`src/timer16_pkg.sv`:
```
// Package with register map, field positions, reset values and types of the 16-bit capture timer.
package timer16_pkg;

  // Register word offsets (byte addresses on the APB bus).
  localparam logic [7:0] OFS_CTRL_A     = 8'h00;
  localparam logic [7:0] OFS_CTRL_B     = 8'h04;
  localparam logic [7:0] OFS_COUNT_LO   = 8'h08;
  localparam logic [7:0] OFS_COUNT_HI   = 8'h0c;
  localparam logic [7:0] OFS_CAPTURE_LO = 8'h10;
  localparam logic [7:0] OFS_CAPTURE_HI = 8'h14;
  localparam logic [7:0] OFS_COMPARE_LO = 8'h18;
  localparam logic [7:0] OFS_COMPARE_HI = 8'h1c;
  localparam logic [7:0] OFS_IRQ_FLAGS  = 8'h20;
  localparam logic [7:0] OFS_IRQ_MASK   = 8'h24;
  localparam logic [7:0] OFS_CMP_CTRL   = 8'h28;

  // Field positions.
  localparam int CTRL_A_WGM_LO    = 0;  // waveform_mode_sel[1:0] in timer_ctrl_a[1:0]
  localparam int CTRL_B_TICK_SEL  = 0;  // tick_source_sel in timer_ctrl_b[2:0]
  localparam int CTRL_B_WGM_HI    = 3;  // waveform_mode_sel[3:2] in timer_ctrl_b[4:3]
  localparam int CTRL_B_EDGE_SEL  = 6;  // capture_edge_sel
  localparam int CTRL_B_FILTER_EN = 7;  // noise_filter_enable
  localparam int FLAG_OVERFLOW    = 0;
  localparam int FLAG_CAPTURE     = 5;
  localparam int CMP_CAPTURE_SEL  = 2;  // comparator_capture_sel in comparator_ctrl_status

  // Reset values and constants.
  localparam logic [7:0]  RESET_BYTE   = 8'h00;
  localparam logic [15:0] COUNT_BOTTOM = 16'h0000;
  localparam logic [15:0] COUNT_MAX    = 16'hffff;
  localparam logic [15:0] TOP_8BIT     = 16'h00ff;
  localparam logic [15:0] TOP_9BIT     = 16'h01ff;
  localparam logic [15:0] TOP_10BIT    = 16'h03ff;
  localparam int          FILTER_SAMPLES = 4;

  // Tick source selection codes.
  localparam logic [2:0] TICK_STOP     = 3'h0;
  localparam logic [2:0] TICK_CORE     = 3'h1;
  localparam logic [2:0] TICK_EXT_FALL = 3'h6;
  localparam logic [2:0] TICK_EXT_RISE = 3'h7;

  // Counter direction machine.
  typedef enum logic [0:0] {DIR_UP = 1'b0, DIR_DOWN = 1'b1} dir_t;

  // Synchronised inputs.
  typedef struct packed {
    logic [1:0] cap_pin;
    logic [1:0] cmp_out;
    logic [1:0] ext_pin;
  } sync_t;

  // Whole module state.
  typedef struct packed {
    sync_t       sync;
    logic        ext_prev;
    logic [3:0]  filt_hist;
    logic        filt_out;
    logic        trig_prev;
    logic        src_sel_prev;
    logic [7:0]  ctrl_a;
    logic [7:0]  ctrl_b;
    logic [7:0]  cmp_ctrl;
    logic [7:0]  irq_mask;
    logic [7:0]  temp_hi;
    logic [15:0] count_value;
    logic [15:0] capture_value;
    logic [15:0] compare_value;
    dir_t        dir;
    logic        overflow_flag;
    logic        capture_flag;
    logic        pready;
    logic [31:0] prdata;
    logic        pslverr;
    logic        irq_overflow;
    logic        irq_capture;
    logic        at_top;
    logic        at_bottom;
  } state_t;

endpackage

```
`src/timer16_capture.sv`:
```
// Top module of the 16-bit up/down timer with input capture, reached over APB.
//
// Implementation choices: the APB interface to the registers and the address map.
`timescale 1ns/1ps
module timer16_capture (
  input  wire logic        CORE_CLK,
  input  wire logic        RSTN,
  input  wire logic        PSEL,
  input  wire logic        PENABLE,
  input  wire logic        PWRITE,
  input  wire logic [7:0]  PADDR,
  input  wire logic [31:0] PWDATA,
  output logic             PREADY,
  output logic [31:0]      PRDATA,
  output logic             PSLVERR,
  input  wire logic        PRESCALE_TICK,
  input  wire logic        EXT_TICK_PIN,
  input  wire logic        CAPTURE_PIN,
  input  wire logic        COMPARATOR_OUTPUT,
  input  wire logic        IRQ_OVERFLOW_ACK,
  input  wire logic        IRQ_CAPTURE_ACK,
  output logic             IRQ_OVERFLOW,
  output logic             IRQ_CAPTURE,
  output logic             COUNT_AT_TOP,
  output logic             COUNT_AT_BOTTOM
);

  timer16_pkg::state_t st;
  timer16_pkg::state_t next_st;

  // Returns true for waveform modes whose top comes from the capture register.
  function automatic logic capture_is_top(input logic [3:0] mode);
    capture_is_top = (mode == 4'h8) || (mode == 4'ha) || (mode == 4'hc) || (mode == 4'he);
  endfunction

  // Returns the top value of the sequence for a given mode.
  function automatic logic [15:0] top_of(input logic [3:0] mode, input logic [15:0] cap,
                                         input logic [15:0] cmp);
    case (mode)
      4'h1, 4'h5:             top_of = timer16_pkg::TOP_8BIT;
      4'h2, 4'h6:             top_of = timer16_pkg::TOP_9BIT;
      4'h3, 4'h7:             top_of = timer16_pkg::TOP_10BIT;
      4'h4, 4'h9, 4'hb, 4'hf: top_of = cmp;
      4'h8, 4'ha, 4'hc, 4'he: top_of = cap;
      default:                top_of = timer16_pkg::COUNT_MAX;
    endcase
  endfunction

  // Returns true for the dual-slope (up/down) modes.
  function automatic logic dual_slope(input logic [3:0] mode);
    dual_slope = (mode == 4'h1) || (mode == 4'h2) || (mode == 4'h3) || (mode[3:2] == 2'b10);
  endfunction

  // Returns true for the word addresses that hold a register.
  // Every other address answers with a slave error and has no effect.
  function automatic logic is_mapped(input logic [7:0] addr);
    case (addr)
      timer16_pkg::OFS_CTRL_A,
      timer16_pkg::OFS_CTRL_B,
      timer16_pkg::OFS_COUNT_LO,
      timer16_pkg::OFS_COUNT_HI,
      timer16_pkg::OFS_CAPTURE_LO,
      timer16_pkg::OFS_CAPTURE_HI,
      timer16_pkg::OFS_COMPARE_LO,
      timer16_pkg::OFS_COMPARE_HI,
      timer16_pkg::OFS_IRQ_FLAGS,
      timer16_pkg::OFS_IRQ_MASK,
      timer16_pkg::OFS_CMP_CTRL: is_mapped = 1'b1;
      default:                   is_mapped = 1'b0;
    endcase
  endfunction

  // Whole next-state computation: sync, tick, counter, capture, flags and bus.
  always_comb begin
    logic [3:0]  mode;
    logic [15:0] top;
    logic        tick;
    logic        setup;
    logic        wr;
    logic        rd;
    logic        trig;
    logic        edge_hit;
    logic        gate;
    logic [7:0]  wbyte;
    logic        ovf_set;
    logic        cnt_write;
    mode      = 4'h0;
    top       = 16'h0000;
    tick      = 1'b0;
    setup     = 1'b0;
    wr        = 1'b0;
    rd        = 1'b0;
    trig      = 1'b0;
    edge_hit  = 1'b0;
    gate      = 1'b0;
    wbyte     = 8'h00;
    ovf_set   = 1'b0;
    cnt_write = 1'b0;
    next_st   = st;

    // Two-flop synchronisers on every foreign input.
    next_st.sync.cap_pin = {st.sync.cap_pin[0], CAPTURE_PIN};
    next_st.sync.cmp_out = {st.sync.cmp_out[0], COMPARATOR_OUTPUT};
    next_st.sync.ext_pin = {st.sync.ext_pin[0], EXT_TICK_PIN};
    next_st.ext_prev     = st.sync.ext_pin[1];

    mode = {st.ctrl_b[timer16_pkg::CTRL_B_WGM_HI +: 2], st.ctrl_a[timer16_pkg::CTRL_A_WGM_LO +: 2]};
    top  = top_of(mode, st.capture_value, st.compare_value);

    // Timer tick selection.
    case (st.ctrl_b[timer16_pkg::CTRL_B_TICK_SEL +: 3])
      timer16_pkg::TICK_STOP:     tick = 1'b0;
      timer16_pkg::TICK_CORE:     tick = 1'b1;
      timer16_pkg::TICK_EXT_FALL: tick = st.ext_prev & ~st.sync.ext_pin[1];
      timer16_pkg::TICK_EXT_RISE: tick = ~st.ext_prev & st.sync.ext_pin[1];
      default:                    tick = PRESCALE_TICK;
    endcase

    // Bus decode: ready, read data and error are all registered from the setup cycle.
    // They therefore stand together in the access cycle; writes land at the access edge.
    setup = PSEL & ~PENABLE;
    wr    = PSEL & PENABLE & PWRITE;
    rd    = setup & ~PWRITE;
    wbyte = PWDATA[7:0];
    next_st.pready  = setup;
    next_st.pslverr = setup & ~is_mapped(PADDR);
    next_st.prdata  = 32'h0000_0000;

    // Counter sequence.
    if (tick) begin
      if (dual_slope(mode)) begin
        if (st.dir == timer16_pkg::DIR_UP) begin
          if (st.count_value >= top) begin
            next_st.dir         = timer16_pkg::DIR_DOWN;
            next_st.count_value = st.count_value - 16'h0001;
          end else begin
            next_st.count_value = st.count_value + 16'h0001;
          end
        end else if (st.count_value == timer16_pkg::COUNT_BOTTOM) begin
          next_st.dir         = timer16_pkg::DIR_UP;
          next_st.count_value = st.count_value + 16'h0001;
          ovf_set             = 1'b1;
        end else begin
          next_st.count_value = st.count_value - 16'h0001;
        end
      end else if (st.count_value == top) begin
        next_st.count_value = timer16_pkg::COUNT_BOTTOM;
        ovf_set             = (mode == 4'h0) || (mode[1:0] != 2'b00) || mode[3];
      end else begin
        next_st.count_value = st.count_value + 16'h0001;
      end
    end

    // Register writes; counter write wins over the count above.
    if (wr) begin
      case (PADDR)
        timer16_pkg::OFS_CTRL_A:   next_st.ctrl_a   = wbyte;
        timer16_pkg::OFS_CTRL_B:   next_st.ctrl_b   = wbyte;
        timer16_pkg::OFS_CMP_CTRL: next_st.cmp_ctrl = wbyte;
        timer16_pkg::OFS_IRQ_MASK: next_st.irq_mask = wbyte;
        timer16_pkg::OFS_COUNT_HI, timer16_pkg::OFS_CAPTURE_HI, timer16_pkg::OFS_COMPARE_HI:
          next_st.temp_hi = wbyte;
        timer16_pkg::OFS_COUNT_LO: begin
          next_st.count_value = {st.temp_hi, wbyte};
          cnt_write           = 1'b1;
        end
        timer16_pkg::OFS_CAPTURE_LO:
          if (capture_is_top(mode)) next_st.capture_value = {st.temp_hi, wbyte};
        timer16_pkg::OFS_COMPARE_LO: next_st.compare_value = {st.temp_hi, wbyte};
        timer16_pkg::OFS_IRQ_FLAGS: ;
        default: ;
      endcase
    end

    // Register reads, prepared in the setup cycle so the data stands with the ready pulse.
    if (rd) begin
      case (PADDR)
        timer16_pkg::OFS_CTRL_A:   next_st.prdata[7:0] = st.ctrl_a;
        timer16_pkg::OFS_CTRL_B:   next_st.prdata[7:0] = st.ctrl_b;
        timer16_pkg::OFS_CMP_CTRL: next_st.prdata[7:0] = st.cmp_ctrl;
        timer16_pkg::OFS_IRQ_MASK: next_st.prdata[7:0] = st.irq_mask;
        timer16_pkg::OFS_IRQ_FLAGS: begin
          next_st.prdata[timer16_pkg::FLAG_OVERFLOW] = st.overflow_flag;
          next_st.prdata[timer16_pkg::FLAG_CAPTURE]  = st.capture_flag;
        end
        timer16_pkg::OFS_COUNT_LO: begin
          next_st.prdata[7:0] = st.count_value[7:0];
          next_st.temp_hi     = st.count_value[15:8];
        end
        timer16_pkg::OFS_CAPTURE_LO: begin
          next_st.prdata[7:0] = st.capture_value[7:0];
          next_st.temp_hi     = st.capture_value[15:8];
        end
        timer16_pkg::OFS_COUNT_HI, timer16_pkg::OFS_CAPTURE_HI:
          next_st.prdata[7:0] = st.temp_hi;
        timer16_pkg::OFS_COMPARE_LO: next_st.prdata[7:0] = st.compare_value[7:0];
        timer16_pkg::OFS_COMPARE_HI: next_st.prdata[7:0] = st.compare_value[15:8];
        default: ;
      endcase
    end

    // Trigger source, filter and edge detector, gated off when capture is top.
    gate = ~capture_is_top(mode);
    trig = st.cmp_ctrl[timer16_pkg::CMP_CAPTURE_SEL] ? st.sync.cmp_out[1] : st.sync.cap_pin[1];
    next_st.src_sel_prev = st.cmp_ctrl[timer16_pkg::CMP_CAPTURE_SEL];
    if (gate) begin
      next_st.filt_hist = {st.filt_hist[2:0], trig};
      if (st.ctrl_b[timer16_pkg::CTRL_B_FILTER_EN]) begin
        if (&st.filt_hist || ~|st.filt_hist) begin
          next_st.filt_out = st.filt_hist[timer16_pkg::FILTER_SAMPLES-1];
        end
      end else begin
        next_st.filt_out = trig;
      end
      next_st.trig_prev = st.filt_out;
      edge_hit = st.ctrl_b[timer16_pkg::CTRL_B_EDGE_SEL] ? (~st.trig_prev & st.filt_out)
                                                         : (st.trig_prev & ~st.filt_out);
    end

    // Capture copies the counter and sets the flag in the same cycle.
    if (edge_hit) begin
      next_st.capture_value = st.count_value;
    end

    // Flag clears: acknowledge or write-one; a set in the same cycle wins.
    if (IRQ_CAPTURE_ACK || (wr && PADDR == timer16_pkg::OFS_IRQ_FLAGS && PWDATA[timer16_pkg::FLAG_CAPTURE])) begin
      next_st.capture_flag = 1'b0;
    end
    if (IRQ_OVERFLOW_ACK || (wr && PADDR == timer16_pkg::OFS_IRQ_FLAGS && PWDATA[timer16_pkg::FLAG_OVERFLOW])) begin
      next_st.overflow_flag = 1'b0;
    end
    if (edge_hit) begin
      next_st.capture_flag = 1'b1;
    end
    if (ovf_set && !cnt_write) begin
      next_st.overflow_flag = 1'b1;
    end

    // Interrupt requests and position indications.
    next_st.irq_capture  = next_st.capture_flag & next_st.irq_mask[timer16_pkg::FLAG_CAPTURE];
    next_st.irq_overflow = next_st.overflow_flag & next_st.irq_mask[timer16_pkg::FLAG_OVERFLOW];
    next_st.at_bottom    = (next_st.count_value == timer16_pkg::COUNT_BOTTOM);
    next_st.at_top       = (next_st.count_value == top);
  end

  // State register.
  always_ff @(posedge CORE_CLK or negedge RSTN) begin
    if (!RSTN) begin
      st           <= '0;
      st.at_bottom <= 1'b1;
    end else begin
      st <= next_st;
    end
  end

  // Outputs straight from flip-flops.
  assign PREADY          = st.pready;
  assign PRDATA          = st.prdata;
  assign PSLVERR         = st.pslverr;
  assign IRQ_OVERFLOW    = st.irq_overflow;
  assign IRQ_CAPTURE     = st.irq_capture;
  assign COUNT_AT_TOP    = st.at_top;
  assign COUNT_AT_BOTTOM = st.at_bottom;

endmodule

```
`config.mk`:
```
export PLATFORM = sky130hd
export DESIGN_NAME = timer16_capture
export DESIGN_NICKNAME = d
export VERILOG_FILES = /design/src/timer16_pkg.sv /design/src/timer16_capture.sv
export SDC_FILE = /design/constraint.sdc
export NUM_CORES = 1
export LEC_CHECK = 0
export BUFFER_PORTS_ARGS = -buffer_cell sky130_fd_sc_hd__buf_2
export CAP_MARGIN = 20
export CORE_MARGIN = 2
export CORE_UTILIZATION = 45
export CTS_BUF_LIST = sky130_fd_sc_hd__clkbuf_16
export CTS_CLUSTER_SIZE = 24
export DETAILED_ROUTE_END_ITERATION = 8
export SYNTH_ARGS = -nofsm -noshare
export SYNTH_HDL_FRONTEND = slang
export SYNTH_SLANG_ARGS = --single-unit
```
`constraint.sdc`:
```
create_clock -name CORE_CLK -period 6.46 [get_ports CORE_CLK]
set_clock_uncertainty 0.1 [all_clocks]
set_input_delay 0.323 -clock CORE_CLK [delete_from_list [all_inputs] [get_ports CORE_CLK]]
set_output_delay 0.323 -clock CORE_CLK [all_outputs]
set_load 0.02 [all_outputs]
```
==> results.cfg <==
[status]
outcome = finished, final reports clean

[placement]
port_buffers = 40
place.gp.congestion = 0.892
place_inst = 1090
dp_hpwl_um = 17700

[pwr]
power.total_uw = 2080
power_frac_seq_pct = 40.8
leakagePower_uw = 0.00395
p_switching_uw = 652
swShare_pct = 31.3
clkPwrFrac_pct = 44.1
ir_drop_mv = 0.198
p_per_area_nw_per_um2 = 240
combPwrFrac_pct = 15.1
p_int_uw = 1430

[clock_network]
htreeDepth = 4
cts_tree = built
cts_resized = 0
post_cts_buffers = 0
clock_latency_ns = 0.43
cts_hold_buf = 5
clock-root-buffer = clkbuf_16
clkTransAtPathRegs_ns = 0.06
numCtsBuffers = 17
clockBufferDepth = 2
clock_sinks = 118

[floorplan]
die_y_um = 137
core_um2 = 17200
die_w_um = 137
io_pins = 89
rows = 48
initial_core_util_pct = 45.9
die_area_um2 = 18700

[sta]
rsz0062_at_grt = no
max_slew_margin_pct = 27.7
period_needed_ns = 5.88
slew_violations = 0
worst_pin_slew_ns = 1.07
hold_violations = 0
min_period_over_period_pct = 91.0
fin_setup_tns_ns = 0
clock.fmax_mhz = 170
setup_viol_count_final = 0

[critical_path]
timing_worst_setup_path_type = reg -> reg
critical_path.reg2reg.startpoint = st[116]
endpoint_kind = register
required_ns = 6.72
critPathArrivalTime_ns = 6.14
critPathLaunchType = register
crit_path_max_fanout = 16
crit_start = st[116]
rrSetupSlack_ns = 0.58

[synthesis]
synth_area_per_cell_um2 = 9.00
syn_area_um2 = 7910
synth-edff-count = 0
synth.distinct_cells = 83
async_flop_share_pct = 100
ys.warnings.count = 0
ys.flop_type = dfrtp_1
synth.ff_latch_count = 118
ys_seq_area_share_pct = 37.3
netlist_instances = 879

[drt]
antenna_left = 0
vias = 7057
drc = 0
drt_wl_total_um = 24800
drt_iter0_markers = 792
first_pass_iters = 5
viasPerCell = 6.26
post_drt_wl_per_cell_um = 22.0

[global_route]
grt_pass1_vias = 6555
antenna_found_initial = 0
grt-ovfl-total = 0
grt_max_degree = 67
grtUsageTotal_pct = 27.6
grt_pass1_wl_um = 38500

[cells_and_area]
stdcell_count = 1127
drive_gt1_share_pct = 17.6
final_nets = 958
num_antenna_cells = 0
area_delta_synth_final_pct = 9.71
fillers = 1628

[job]
cap_violations = 0

[worst_hold_path]
worstHoldStart = PSEL
hp-class = in -> reg
[cell usage in the layout (no fill, tap or decap), drive strengths merged, types with 7 or more instances in the layout]
cell / netlist / routed
o21ai: 45 / 45
conb: 1 / 24
nand4: 15 / 15
nor2: 78 / 78
ha: 18 / 18
mux2: 50 / 50
o22a: 8 / 8
clkbuf: 50 / 17
a211oi: 8 / 8
buf: 43 / 56
a31oi: 15 / 15
nand2: 83 / 83
nand3: 14 / 14
nor3: 19 / 19
nand2b: 15 / 15
o22ai: 17 / 17
a22oi: 31 / 31
dfrtp: 117 / 117
nor4: 14 / 14
a221oi: 10 / 10
mux2i: 40 / 40
and2: 7 / 7
a21oi: 34 / 34
and3: 18 / 18
xnor2: 7 / 7
inv: 19 / 27
or3: 13 / 13
[power groups by stage]
stage,logic [µW],clock network [µW],registers [µW]
floorplan,249,0,817
global placement,304,0,858
detailed placement,308,0,858
CTS,311,932,845
global route,350,968,853
finish,315,917,849
[registers in the layout, summed over array words and instances (netlist names)]
signal           cells
next_st              5
COUNT_AT_TOP         1
IRQ_CAPTURE          1
PREADY               1
st                  99
IRQ_OVERFLOW         1
COUNT_AT_BOTTOM      1
PSLVERR              1
PRDATA               8
[through the flow]
| step | worst slack, ns | area, µm² | hold WS [ns] | utilization, % |
|---|---|---|---|---|
| floorplan | 1.85 | 8000 | -0.0726 | - |
| global placement | 0.898 | 8060 | 0.235 | 46.8 |
| detailed placement | 0.825 | 8060 | 0.237 | 46.8 |
| CTS | 0.814 | 8680 | 0.0660 | 50.4 |
| global route | 0.356 | 8680 | 0.0846 | 50.4 |
| finish | 0.583 | 8680 | 0.0811 | 50.4 |
[path summary, 6_finish.rpt]
kind / endpoint / cells past startpoint
setup / recovery: COUNT_AT_BOTTOM / 14
hold / removal: PREADY / 2
setup reg to reg: COUNT_AT_BOTTOM / 14
hold reg to reg: next_st[136] / 0
max in group asynchronous: st[72] / 3
min in group asynchronous: st[140] / 2
[routing by layer]
metal	vias to the layer above	share of wire (%)	track usage [%]
met5	-	0	0
met4	0	2.6	9.90
met3	43	7.5	4.70
met2	307	44	40.6
met1	3500	46	40.8
li1	3207	-	-
[cells in the mapped netlist, types with 5 or more instances]
master | count | share of area, %
ha_1 | 18 | 2.8
mux2i_1 | 40 | 5.1
a31oi_1 | 15 | 1.2
or3_1 | 10 | 0.79
o21ai_0 | 43 | 2.7
o22a_1 | 7 | 0.77
nor4_1 | 13 | 1.0
buf_4 | 33 | 3.1
nand2b_1 | 15 | 1.2
and3_1 | 17 | 1.3
and2_1 | 7 | 0.55
mux2_2 | 50 | 7.1
nor3_1 | 19 | 1.2
nor2b_1 | 6 | 0.47
nor2_1 | 78 | 3.7
a211oi_1 | 8 | 0.76
a21oi_1 | 34 | 2.2
a22oi_1 | 31 | 2.9
dfrtp_1 | 117 | 37
inv_1 | 19 | 0.90
nand2_1 | 83 | 3.9
o22ai_1 | 17 | 1.3
clkbuf_1 | 45 | 2.1
xnor2_1 | 7 | 0.77
or2_2 | 5 | 0.40
a221oi_1 | 10 | 1.1
nand4_1 | 15 | 1.2
nand3_1 | 14 | 0.89
[area by class of cell]
class	instances	area (µm²)	share of cell area [%]
clock buffers	17	425	4.90
clock inverters	15	143	1.64
inverters	19	71.3	0.822
multi-input cells	672	4430	51.1
flip-flops and latches	118	2950	34.0
well taps	225	282	3.24
repair buffers	61	373	4.30
[worst max-delay path: stages (launching register included)]
cell      delay [ns]
dfrtp_1         0.71
nor2b_1         0.54
nand2_1         0.34
o21ai_0         0.79
ha_1            0.23
nand4_1         0.15
or3_1           0.42
o32a_2          0.26
a21boi_1        0.61
nor2_1          0.11
o21ai_0         0.18
a21boi_0        0.14
or4b_2          0.73
nor4_2          0.26
and4bb_1        0.23
[logic make-up (layout without fill, tap and decap cells)]
kind of cell / after synthesis / count (layout) / synth area share [%]
AOI/OAI and AO/OA: 218 / 218 / 18.7
xor gates and xnor gates: 11 / 11 / 1.22
adders and majority gates: 18 / 18 / 2.85
buffers and inverters: 112 / 112 / 7.73
DFF: 118 / 118 / 37.3
muxes: 90 / 90 / 12.2
other: 1 / 24 / 0.0474
and+or+nand+nor: 311 / 311 / 19.9
Power figures use the tool's default switching activity.
